===== config.mk =====
export PLATFORM = sky130hd
export DESIGN_NAME = lmr_receiver_flat
export DESIGN_NICKNAME = d
export VERILOG_FILES = /design/src/lmr_pkg.sv /design/src/lmr_link_if.sv /design/src/lmr_receiver.sv /design/src/lmr_crc16.sv /design/src/flat_wrapper.sv
export VERILOG_INCLUDE_DIRS = /design/src
export SDC_FILE = /design/constraint.sdc
export NUM_CORES = 1
export LEC_CHECK = 0
export ABC_AREA = 1
export BUFFER_PORTS_ARGS = -buffer_cell sky130_fd_sc_hd__buf_4
export CAP_MARGIN = 5
export CORE_MARGIN = 2
export CORE_UTILIZATION = 43
export DETAILED_ROUTE_END_ITERATION = 10
export GPL_TIMING_DRIVEN = 0
export SYNTH_ARGS = -nofsm -noshare
export SYNTH_HDL_FRONTEND = slang
export SYNTH_SLANG_ARGS = --single-unit

===== constraint.sdc =====
create_clock -name core_clk_in -period 2.9 [get_ports core_clk_in]
set_clock_uncertainty 0.05 [all_clocks]
set_input_delay 0.29 -clock core_clk_in [delete_from_list [all_inputs] [get_ports core_clk_in]]
set_output_delay 0.29 -clock core_clk_in [all_outputs]
set_load 0.01 [all_outputs]

===== src/lmr_regs.svh =====
// Register map, field positions and timing counts of the message receiver
// Overview of operation
// - Message bits come only from overhead bit
// - 90-byte message FIFO behind one port
// - Accept messages up to 82 bytes
// - Standard 76/82 or variable-length payload modes
// - Byte 0x7e delimits every frame
// - Idle link carries back-to-back flags
// - Flag, two address, control, payload, FCS, flag
// - Standard headers 0x3c/0x3e, 0x01, 0x03
// - Sender sets service point identifier 001111
// - Sender sets endpoint identifier to zero
// - Control octet 0x03, unnumbered frames only
// - FCS uses x16+x12+x5+1 over header, payload
// - Receiver recomputes and checks the FCS
// - Extract only while enable bit 2 set
// - Flag-present status bit 0 while flags
// - Interrupt when a new message completes
`ifndef LMR_REGS_SVH
`define LMR_REGS_SVH
`define LMR_ADDR_CTRL 16'h1118
`define LMR_ADDR_STAT 16'h1119
`define LMR_ADDR_ISTAT 16'h111a
`define LMR_ADDR_ICLR 16'h111b
`define LMR_ADDR_IEN 16'h111c
`define LMR_ADDR_LEN 16'h111d
`define LMR_ADDR_FILL 16'h111e
`define LMR_ADDR_BUF 16'h11c0
`define LMR_CTRL_EN_BIT 2
`define LMR_CTRL_VAR_BIT 6
`define LMR_STAT_FLAG_BIT 0
`define LMR_STAT_EOM_BIT 1
`define LMR_STAT_FCS_BIT 2
`define LMR_STAT_ABORT_BIT 6
`define LMR_INT_DONE_BIT 0
`define LMR_INT_FCS_BIT 1
`define LMR_INT_DROP_BIT 2
`define LMR_BUF_BYTES 7'h5a
`define LMR_BUF_LAST 7'h59
`define LMR_MAX_PAYLOAD 7'h52
`define LMR_STD_PAYLOAD_A 7'h4c
`define LMR_STD_PAYLOAD_B 7'h52
`define LMR_OVERHEAD_BYTES 7'h05
`define LMR_FLAG 8'h7e
`define LMR_ADDR1_A 8'h3c
`define LMR_ADDR1_B 8'h3e
`define LMR_ADDR2 8'h01
`define LMR_CONTROL 8'h03
`define LMR_CRC_INIT 16'hffff
`define LMR_CRC_POLY 16'h8408
`define LMR_CRC_GOOD 16'hf0b8
`define LMR_FRAME_NS 44690
`define LMR_CLK_NS 10
`define LMR_FRAME_CYCLES (`LMR_FRAME_NS / `LMR_CLK_NS)
`endif


===== src/lmr_pkg.sv =====
// Types shared by the two link ends
package lmr_pkg;
   typedef enum logic [0:0] {RX_HUNT, RX_FRAME} lmr_rx_state_t;
   typedef enum logic [1:0] {TX_FLAG, TX_DATA, TX_FCS} lmr_tx_state_t;
endpackage


===== src/lmr_link_if.sv =====
// Overhead-bit link between the remote sender and the receiver
`timescale 1ns/100ps
`default_nettype none
interface lmr_link_if;
   logic oh_bit;
   logic oh_valid;
   modport sender(output oh_bit, output oh_valid);
   modport receiver(input oh_bit, input oh_valid);
endinterface
`default_nettype wire


===== src/lmr_receiver.sv =====
// Receive message controller with register port and message buffer
//
// Strobed register access was chosen for this implementation.
`timescale 1ns/100ps
`default_nettype none
`include "lmr_regs.svh"
module lmr_receiver (
   // Clock and reset
   input wire logic core_clk_in,
   input wire logic sys_rst_in,
   // Overhead link
   lmr_link_if.receiver link,
   // Register port
   input wire logic [15:0] addr_in,
   input wire logic [7:0] wdata_in,
   input wire logic wr_in,
   input wire logic rd_in,
   output logic [7:0] rdata_out,
   // Interrupt
   output logic irq_out
);
   lmr_pkg::lmr_rx_state_t st_q, st_d;
   logic [7:0] mem [0:89];
   logic [7:0] sh_q, sh_d, db_q, db_d, rdata_q, rdata_d, len_q, len_d;
   logic [2:0] ones_q, ones_d, bc_q, bc_d, ist_q, ist_d, ien_q, ien_d;
   logic [6:0] idx_q, idx_d, wp_q, wp_d, cp_q, cp_d, rp_q, rp_d, cnt_q, cnt_d, fb_q, fb_d;
   logic [15:0] crc_q, crc_d, crc_nx;
   logic en_q, en_d, var_q, var_d, flag_q, flag_d, eom_q, eom_d, fcse_q, fcse_d;
   logic abort_q, abort_d, hbad_q, hbad_d, crcok_q, crcok_d;
   logic bit_v, is_flag, stuffed, byte_done, mem_we, pop, done_ev, drop_ev, fcs_ev;
   logic [6:0] pay;
   logic [7:0] nbyte;

   lmr_crc16 u_crc (
      .crc_in(crc_q),
      .bit_in(link.oh_bit),
      .crc_out(crc_nx)
   );

   function automatic logic [6:0] inc90(input logic [6:0] p);
      inc90 = (p == `LMR_BUF_LAST) ? 7'h00 : p + 7'h01;
   endfunction

   always_comb begin
      st_d = st_q;
      sh_d = sh_q;
      db_d = db_q;
      ones_d = ones_q;
      bc_d = bc_q;
      idx_d = idx_q;
      wp_d = wp_q;
      cp_d = cp_q;
      rp_d = rp_q;
      cnt_d = cnt_q;
      fb_d = fb_q;
      crc_d = crc_q;
      crcok_d = crcok_q;
      hbad_d = hbad_q;
      en_d = en_q;
      var_d = var_q;
      flag_d = flag_q;
      eom_d = eom_q;
      fcse_d = fcse_q;
      abort_d = abort_q;
      len_d = len_q;
      ien_d = ien_q;
      rdata_d = 8'h00;
      mem_we = 1'b0;
      done_ev = 1'b0;
      drop_ev = 1'b0;
      fcs_ev = 1'b0;
      pop = 1'b0;
      byte_done = 1'b0;
      nbyte = {link.oh_bit, db_q[7:1]};
      pay = idx_q - `LMR_OVERHEAD_BYTES;
      bit_v = link.oh_valid && en_q;
      is_flag = ({link.oh_bit, sh_q[7:1]} == `LMR_FLAG);
      stuffed = (ones_q == 3'h5) && !link.oh_bit;
      if (bit_v) begin
         sh_d = {link.oh_bit, sh_q[7:1]};
         ones_d = link.oh_bit ? ((ones_q == 3'h7) ? ones_q : ones_q + 3'h1) : 3'h0;
         if (is_flag) begin
            flag_d = 1'b1;
            if (st_q == lmr_pkg::RX_FRAME && idx_q != 7'h00) begin
               if (bc_q == 3'h7 && idx_q >= `LMR_OVERHEAD_BYTES &&
                   (var_q || (!hbad_q && (pay == `LMR_STD_PAYLOAD_A ||
                                          pay == `LMR_STD_PAYLOAD_B)))) begin
                  cp_d = (wp_q < 7'h02) ? wp_q + 7'h58 : wp_q - 7'h02;
                  cnt_d = cnt_q + fb_q - 7'h02;
                  wp_d = cp_d;
                  len_d = {1'b0, idx_q - 7'h02};
                  done_ev = 1'b1;
                  eom_d = 1'b1;
                  fcse_d = !crcok_q;
                  fcs_ev = !crcok_q;
               end else begin
                  wp_d = cp_q;
                  drop_ev = 1'b1;
               end
            end
            st_d = lmr_pkg::RX_FRAME;
            idx_d = 7'h00;
            bc_d = 3'h0;
            fb_d = 7'h00;
            hbad_d = 1'b0;
            crc_d = `LMR_CRC_INIT;
         end else if (ones_q == 3'h6 && link.oh_bit) begin
            abort_d = 1'b1;
            flag_d = 1'b0;
            if (st_q == lmr_pkg::RX_FRAME && idx_q != 7'h00) begin
               drop_ev = 1'b1;
            end
            st_d = lmr_pkg::RX_HUNT;
            wp_d = cp_q;
         end else if (st_q == lmr_pkg::RX_FRAME && !stuffed) begin
            db_d = nbyte;
            bc_d = bc_q + 3'h1;
            crc_d = crc_nx;
            if (bc_q == 3'h7) begin
               byte_done = 1'b1;
               flag_d = 1'b0;
               crcok_d = (crc_nx == `LMR_CRC_GOOD);
               if ((idx_q == 7'h00 && nbyte != `LMR_ADDR1_A && nbyte != `LMR_ADDR1_B) ||
                   (idx_q == 7'h01 && nbyte != `LMR_ADDR2) ||
                   (idx_q == 7'h02 && nbyte != `LMR_CONTROL)) begin
                  hbad_d = 1'b1;
               end
               if (idx_q == `LMR_MAX_PAYLOAD + `LMR_OVERHEAD_BYTES ||
                   cnt_q + fb_q == `LMR_BUF_BYTES) begin
                  st_d = lmr_pkg::RX_HUNT;
                  wp_d = cp_q;
                  drop_ev = 1'b1;
               end else begin
                  mem_we = 1'b1;
                  wp_d = inc90(wp_q);
                  fb_d = fb_q + 7'h01;
                  idx_d = idx_q + 7'h01;
               end
            end
         end
      end
      if (!en_q) begin
         st_d = lmr_pkg::RX_HUNT;
         wp_d = cp_q;
         flag_d = 1'b0;
      end
      if (wr_in && addr_in == `LMR_ADDR_CTRL) begin
         en_d = wdata_in[`LMR_CTRL_EN_BIT];
         var_d = wdata_in[`LMR_CTRL_VAR_BIT];
      end
      if (wr_in && addr_in == `LMR_ADDR_IEN) begin
         ien_d = wdata_in[2:0];
      end
      if (rd_in) begin
         unique case (addr_in)
            `LMR_ADDR_CTRL: rdata_d = {1'b0, var_q, 3'h0, en_q, 2'h0};
            `LMR_ADDR_STAT: begin
               rdata_d = {1'b0, abort_q, 3'h0, fcse_q, eom_q, flag_q};
               eom_d = done_ev;
               // Abort in the same cycle survives the read
               abort_d = bit_v && ones_q == 3'h6 && link.oh_bit;
            end
            `LMR_ADDR_ISTAT: rdata_d = {5'h00, ist_q};
            `LMR_ADDR_IEN: rdata_d = {5'h00, ien_q};
            `LMR_ADDR_LEN: rdata_d = len_q;
            `LMR_ADDR_FILL: rdata_d = {1'b0, cnt_q};
            `LMR_ADDR_BUF: begin
               if (cnt_q != 7'h00) begin
                  rdata_d = mem[rp_q];
                  pop = 1'b1;
                  rp_d = inc90(rp_q);
               end
            end
            default: rdata_d = 8'h00;
         endcase
      end
      cnt_d = cnt_d - {6'h00, pop};
      ist_d = ist_q & ~((wr_in && addr_in == `LMR_ADDR_ICLR) ? wdata_in[2:0] : 3'h0);
      ist_d = ist_d | {drop_ev, fcs_ev, done_ev};
   end

   always_ff @(posedge core_clk_in) begin
      if (sys_rst_in) begin
         st_q <= lmr_pkg::RX_HUNT;
         sh_q <= 8'h00;
         db_q <= 8'h00;
         ones_q <= 3'h0;
         bc_q <= 3'h0;
         idx_q <= 7'h00;
         wp_q <= 7'h00;
         cp_q <= 7'h00;
         rp_q <= 7'h00;
         cnt_q <= 7'h00;
         fb_q <= 7'h00;
         crc_q <= `LMR_CRC_INIT;
         crcok_q <= 1'b0;
         hbad_q <= 1'b0;
         en_q <= 1'b0;
         var_q <= 1'b0;
         flag_q <= 1'b0;
         eom_q <= 1'b0;
         fcse_q <= 1'b0;
         abort_q <= 1'b0;
         len_q <= 8'h00;
         ien_q <= 3'h0;
         ist_q <= 3'h0;
         rdata_q <= 8'h00;
      end else begin
         st_q <= st_d;
         sh_q <= sh_d;
         db_q <= db_d;
         ones_q <= ones_d;
         bc_q <= bc_d;
         idx_q <= idx_d;
         wp_q <= wp_d;
         cp_q <= cp_d;
         rp_q <= rp_d;
         cnt_q <= cnt_d;
         fb_q <= fb_d;
         crc_q <= crc_d;
         crcok_q <= crcok_d;
         hbad_q <= hbad_d;
         en_q <= en_d;
         var_q <= var_d;
         flag_q <= flag_d;
         eom_q <= eom_d;
         fcse_q <= fcse_d;
         abort_q <= abort_d;
         len_q <= len_d;
         ien_q <= ien_d;
         ist_q <= ist_d;
         rdata_q <= rdata_d;
      end
   end

   // Message storage
   always_ff @(posedge core_clk_in) begin
      if (mem_we) begin
         mem[wp_q] <= nbyte;
      end
   end

   assign rdata_out = rdata_q;
   assign irq_out = |(ist_q & ien_q);
endmodule
`default_nettype wire


===== src/lmr_crc16.sv =====
// One-bit step of the frame check value
`timescale 1ns/100ps
`default_nettype none
`include "lmr_regs.svh"
module lmr_crc16 (
   // Current value and serial bit
   input wire logic [15:0] crc_in,
   input wire logic bit_in,
   // Next value
   output logic [15:0] crc_out
);
   assign crc_out = {1'b0, crc_in[15:1]} ^ ((crc_in[0] ^ bit_in) ? `LMR_CRC_POLY : 16'h0000);
endmodule
`default_nettype wire


===== src/flat_wrapper.sv =====
// flat-port wrapper written by rule: the top's interface ports become plain ports
module lmr_receiver_flat 
  (core_clk_in, sys_rst_in, addr_in, wdata_in, wr_in, rd_in, rdata_out, irq_out, link_oh_bit, link_oh_valid);
  lmr_link_if link_i ();
  input wire logic core_clk_in;
  input wire logic sys_rst_in;
  input wire logic [15:0] addr_in;
  input wire logic [7:0] wdata_in;
  input wire logic wr_in;
  input wire logic rd_in;
  output logic [7:0] rdata_out;
  output logic irq_out;
  input wire logic [$bits(link_i.oh_bit)-1:0] link_oh_bit;
  input wire logic [$bits(link_i.oh_valid)-1:0] link_oh_valid;
  assign link_i.oh_bit = link_oh_bit;
  assign link_i.oh_valid = link_oh_valid;
  lmr_receiver u_core (.core_clk_in(core_clk_in), .sys_rst_in(sys_rst_in), .link(link_i), .addr_in(addr_in), .wdata_in(wdata_in), .wr_in(wr_in), .rd_in(rd_in), .rdata_out(rdata_out), .irq_out(irq_out));
endmodule

[After elaboration in Yosys (flattened, before gate mapping)]
Memories as Yosys holds them, arrays and structs flattened. A register that Yosys moved wholly into a read port is not among the register bits.
Index checks and enable logic that the tools add are counted.
Storage, ports and cells
  bits in registers: 110
  word-level logic and storage cells: 226
  memories kept: 1
  bits in writable memories: 720
Operators by class
  $lt $le $gt $ge: 2
  equal/unequal tests: 33
  $add $sub $neg: 13
  mux-type cells: 93
  bitwise logic cells: 10
  reductions and logical operators: 50
Memories
  u_core.mem: depth 90, bits a word 8, read ports 1, clocked after memory_dff 1, wr ports 1, line lmr_receiver.sv:23  | logic [7:0] mem [0:89];
Operators with widths (count)
  7-bit 2-to-1 mux: 28
  16-bit by 13-bit == test with 1-bit output (second input constant): 8
  16-bit 2-to-1 mux: 4
  8-bit one-hot mux with 7 select lines: 1
  1-bit 2-to-1 mux: 53
  7-bit == test (second input constant): 6
  7-bit by 1-bit adder with 7-bit output (second input constant): 4
  7-bit by 2-bit subtractor with 7-bit output (second input constant): 3
  3-bit 2-to-1 mux: 6
  1-bit logical AND: 17
  16-bit == test (second input constant): 1
  8-bit by 6-bit != test with 1-bit output (second input constant): 2
  4-bit AND reduction: 4
  15-bit by 16-bit XOR with 16-bit output: 1
  5-bit AND reduction: 3
  7-bit nonzero test: 2
  3-bit == test (second input constant): 4
  3-bit AND reduction: 4
  3-bit nonzero test: 3
  8-bit by 7-bit == test with 1-bit output (second input constant): 1
  8-bit 2-to-1 mux: 1
  4-bit != test (second input constant): 2
  8-bit by 1-bit != test with 1-bit output (second input constant): 1
  8-bit by 2-bit != test with 1-bit output (second input constant): 1
  other kinds (24): 41

[Depth between registers and ports, before layout]
  depth after elaboration: 12
  mapped depth: 22

[By module]
Synthesis repeated with hierarchy kept, for this count alone.
Second synthesis, totals
  cells, all modules: 3102
  area total of the unflattened synthesis: 35327.6 um^2
By module, submodules not included
  lmr_receiver: seq. area each 23922.9 um^2, cells each 3074, area each 35168.7 um^2, instances 1
  lmr_crc16: seq. area each 0.0 um^2, cells each 28, area each 158.9 um^2, instances 1

[Worst setup path after synthesis]
Ideal clock, no wire load.
  path kind: flip-flop to flip-flop
  from: reg u_core.fb_q[0]
  to: mem u_core.mem[67][0], enable pin
  data arrival time: 2.453 ns
  slack: 0.026 ns
  data required time: 2.480 ns
  stages on the path, launching flop included: 17
  period minus slack after synthesis: 2.874 ns
  cells stage by stage: dfxtp_1 ha_1 fa_1 nand3_1 nand2_1 nand3_1 nand2_1 nand2_1 nand2_1 nand3_2 nand2_2 inv_2 nand2_1 inv_2 nand3_1 buf_2 nor2_1
Between the ends
  longest elaborated chain between the ends: 11
Ends and longest elaborated chain
  start, declared: line lmr_receiver.sv:26  | logic [6:0] idx_q, idx_d, wp_q, wp_d, cp_q, cp_d, rp_q, rp_d, cnt_q, cnt_d, fb_q, fb_d;
  start signal, assigned: line lmr_receiver.sv:194  | fb_q <= 7'h00;
  start signal, assigned: line lmr_receiver.sv:219  | fb_q <= fb_d;
  7-bit adder: line lmr_receiver.sv:129  | cnt_q + fb_q == `LMR_BUF_BYTES) begin
  7-bit == test (no source line)
  1-bit logical OR (no source line)
  1-bit 2-to-1 mux: line lmr_receiver.sv:128  | if (idx_q == `LMR_MAX_PAYLOAD + `LMR_OVERHEAD_BYTES ||
  1-bit 2-to-1 mux: line lmr_receiver.sv:119  | if (bc_q == 3'h7) begin
  1-bit 2-to-1 mux: line lmr_receiver.sv:115  | end else if (st_q == lmr_pkg::RX_FRAME && !stuffed) begin
  1-bit 2-to-1 mux: line lmr_receiver.sv:107  | end else if (ones_q == 3'h6 && link.oh_bit) begin
  1-bit 2-to-1 mux: line lmr_receiver.sv:82  | if (is_flag) begin
  1-bit 2-to-1 mux: line lmr_receiver.sv:79  | if (bit_v) begin
  1-bit 2-to-1 mux: line lmr_receiver.sv:238  | if (mem_we) begin
  1-bit 2-to-1 mux (not written as such): line lmr_receiver.sv:239  | mem[wp_q] <= nbyte;
  end, declared: line lmr_receiver.sv:23
Every way passes these cells.

==> flow_summary.yaml <==
detailed_routing:
  firstDrtPassIters: 8
  drtIter0Drc: 3558
  drc: 0
  viasPerCell: 6.16
  vias: 27700
  avgRoutedWirePerCell_um: 30.4
  ant_nets: 0
  drt-total-wl_mm: 137
placed_design:
  port_buffers: 34
  pre_cts_slack_ps: -1800
  place.gp.congestion: 1.01
  dp_hpwl_mm: 92.0
  placed_area_um2: 37000
floorplan:
  fp.dieW_um: 290
  initial_utilization_pct: 43.6
  io_pins: 39
  die_area_um2: 84100
  core_um2: 80700
  num_rows: 104
  die_h_um: 290
cts:
  clk_pin_slew_ps: 60
  clock_latency_ps: 670
  cts_root_buf: "clkbuf_16"
  cts_tree: "done"
  numCtsBuffers: 88
  cts_max_path_buffers: 3
  htree_levels: 3
  clock_sinks: 835
power:
  p_leak_uw: 0.0164
  peakVddDrop_v: 0.000544
  total_power_uw: 24800
  p_per_area_nw_per_um2: 569
logic_synthesis:
  ys_seq_area_share_pct: 68.0
  yosysUniqueCellTypes: 51
  syn_inst: 3098
  avgSynthCellArea_um2: 11.3
  synthSimpleGateAreaFrac_pct: 12.9
  synthArstFlopShare_pct: 0
  syn_nets: 3168
  synth_top_family_by_area: "compound AO/OA/AOI/OAI gates"
  yosysWarnings: 0
  synth_adder_area_share_pct: 1.44
  ys.flop_type: "edfxtp_1"
  synth_compound_area_share_pct: 13.0
  synth_xor_area_share_pct: 0.598
  synth-edff-count: 720
  synth.cell_area_um2: 35200
  yosys-mux-area-fraction_pct: 0
  ys_ff_latch: 835
timing:
  hold_viol: 0
  worst_slack_ps: -134
  holdWs_ps: 27.1
  fmax_mhz: 330
  fin_crit_sh_pct: 105
  rsz0062_at_grt: "true"
  worstMarginPinSlew_ps: 1130
  fin_setup_tns_ps: -436
  setup_viol: 26
  drv_slew: 0
  max_slew_margin_pct: 24.4
  min_period_ps: 3030
grt:
  grt_overflow: 0
  grt_pass1_vias: 26900
  grt_util_met1_pct: 38.4
  grt_antenna_before_repair: 10
  grt_max_degree: 92
  use_met3_pct: 7.62
  gr-usage-all-layers_pct: 31.8
  use_met2_pct: 51.1
  grt_pass1_wl_mm: 191
  grt-busiest-layer: "met2"
worst_setup_path:
  worstSetupPathType: "register to register"
  worstPathRequired_ps: 3430
  endpoint_kind: "register"
  start_kind: "register"
  cp.arrival_ps: 3560
  path_max_fanout: 10
final_layout:
  layout-drive-gt1-share_pct: 19.2
  area_delta_synth_final_pct: 24.0
  finish.instance_area_um2: 43600
  nets: 3439
outcome:
  status: "finished with violations"
  violations: "negative setup slack"
worst_hold_path:
  min_path_type: "input pin to register"
run:
  cap_violations: 0
[kinds of logic (layout without fill, tap and decap cells)]
logic type / Yosys count / after routing
AO/OA/AOI/OAI: 782 / 782
XOR/XNOR: 24 / 24
adder cells (fa/ha/maj): 40 / 40
buffers and inverters: 343 / 682
flip-flops: 835 / 835
other: 0 / 3
AND/OR/NAND/NOR: 1074 / 1074
[metrics by stage]
stage          instances  utilization (%)
3_5_place_dp        4201             45.8
4_1_cts             4479             53.4
2_1_floorplan       3098                -
5_1_grt             4497             54.0
6_report            4500             54.0
3_3_place_gp        4192             45.5
[registers in the layout, summed over array words and instances (netlist names), 3 cells and up, named ones only]
name and count:
u_core.bc_q 3, u_core.fb_q 7, u_core.crc_q 16, u_core.wp_q 7
u_core.rp_q 7, u_core.sh_q 7, u_core.mem 720, u_core.ien_q 3
u_core.cp_q 7, u_core.ones_q 3, u_core.idx_q 7, u_core.cnt_q 7
u_core.rdata_out 8, u_core.ist_q 3, u_core.db_q 7, u_core.len_q 7
[layout by cell type (no fill, tap or decap), types with 23 or more instances in the layout]
cell type,count
ha_1,32
o221ai_1,96
o22ai_1,74
dfxtp_1,95
nand2_1,267
nor2_1,431
a21oi_1,125
edfxtp_1,720
clkbuf_1,44
clkbuf_16,91
buf_4,88
buf_2,30
buf_6,33
buf_12,80
inv_1,138
nor2_4,89
o211ai_1,41
nand4_1,25
clkbuf_2,51
o21ai_0,411
clkbuf_4,23
nand3_1,177
[where the power goes]
part | internal (uW) | switching [uW]
registers | 12900 | 0.00189
clock network | 7020 | 4810
logic | 40.9 | 90.7
[critical path, cell delays in order, from the launching register on]
cell	delay [ps]
dfxtp_2	410
inv_1	150
buf_2	280
buf_2	500
o21ai_0	190
o221ai_1	320
a31oi_2	200
o21ai_0	190
nand3_1	160
nand3_1	250
nand3_1	160
inv_1	100
[synth_stat cells (2+ instances only)]
cell type | n | share of area [%]
nor2_4 | 2 | 0.064
or2_2 | 6 | 0.11
nor2_2 | 6 | 0.11
nor3_1 | 14 | 0.20
a31oi_1 | 5 | 0.089
nand2_1 | 279 | 3.0
clkbuf_1 | 117 | 1.2
o211ai_1 | 41 | 0.88
a311oi_1 | 2 | 0.050
o21ai_0 | 414 | 5.9
buf_6 | 5 | 0.16
buf_4 | 4 | 0.085
nand3_1 | 186 | 2.6
nor3_2 | 3 | 0.085
ha_1 | 39 | 1.4
nand4_1 | 25 | 0.44
a211oi_1 | 4 | 0.085
nand3_2 | 5 | 0.14
xnor2_1 | 4 | 0.10
inv_2 | 8 | 0.085
a221o_1 | 2 | 0.057
nor4_1 | 9 | 0.16
nand2_2 | 7 | 0.12
buf_2 | 49 | 0.70
nand2_4 | 3 | 0.096
xor2_1 | 20 | 0.50
o22ai_1 | 81 | 1.4
edfxtp_1 | 720 | 61
nor2_1 | 522 | 5.6
nand3b_1 | 4 | 0.085
a221oi_1 | 2 | 0.050
inv_1 | 140 | 1.5
dfxtp_1 | 115 | 6.5
a21oi_1 | 127 | 1.8
buf_1 | 13 | 0.14
clkinv_1 | 4 | 0.043
o221ai_1 | 97 | 2.4
[layer usage]
| layer | up-vias | wire length [um] | share of wire, % |
|---|---|---|---|
| met4 | 10 | 11100 | 8.1 |
| met3 | 526 | 14600 | 11 |
| li1 | 11800 | - | - |
| met5 | - | 92 | 0.067 |
| met2 | 1812 | 62300 | 46 |
| met1 | 13500 | 48800 | 36 |
[area by class of cell]
cell class                 count  area, um2
fill                        6721      37100
sequential                   835      24000
multi-input combinational   1920      10800
timing repair buffer         181       2620
clock buffer                 102       2300
tap                         1060       1330
buffer                       187       1240
clock inverter                56        701
inverter                     155        619
timing repair inverter         1       16.3
antenna                        3       7.51
[what timing repair did]
item	CTS	global route
hold endpoints to repair	16	0
resized for setup	418	117
endpoints found under the setup margin	740	733
hold buffers	5	0
pin swaps	72	65
setup buffers	107	19
cloned	8	1
[worst paths after layout]
path | startpoint | depth (start not counted) | to | slack (ps)
max | register | 11 | u_core.rdata_out[7] | -130
min | wr_in | 3 | u_core.ien_q[1] | 30
max reg2reg | register | 11 | u_core.rdata_out[7] | -130
min reg2reg | u_core.rp_q[4] | 2 | register | 420
No activity file was read; power rests on OpenSTA's default activity.
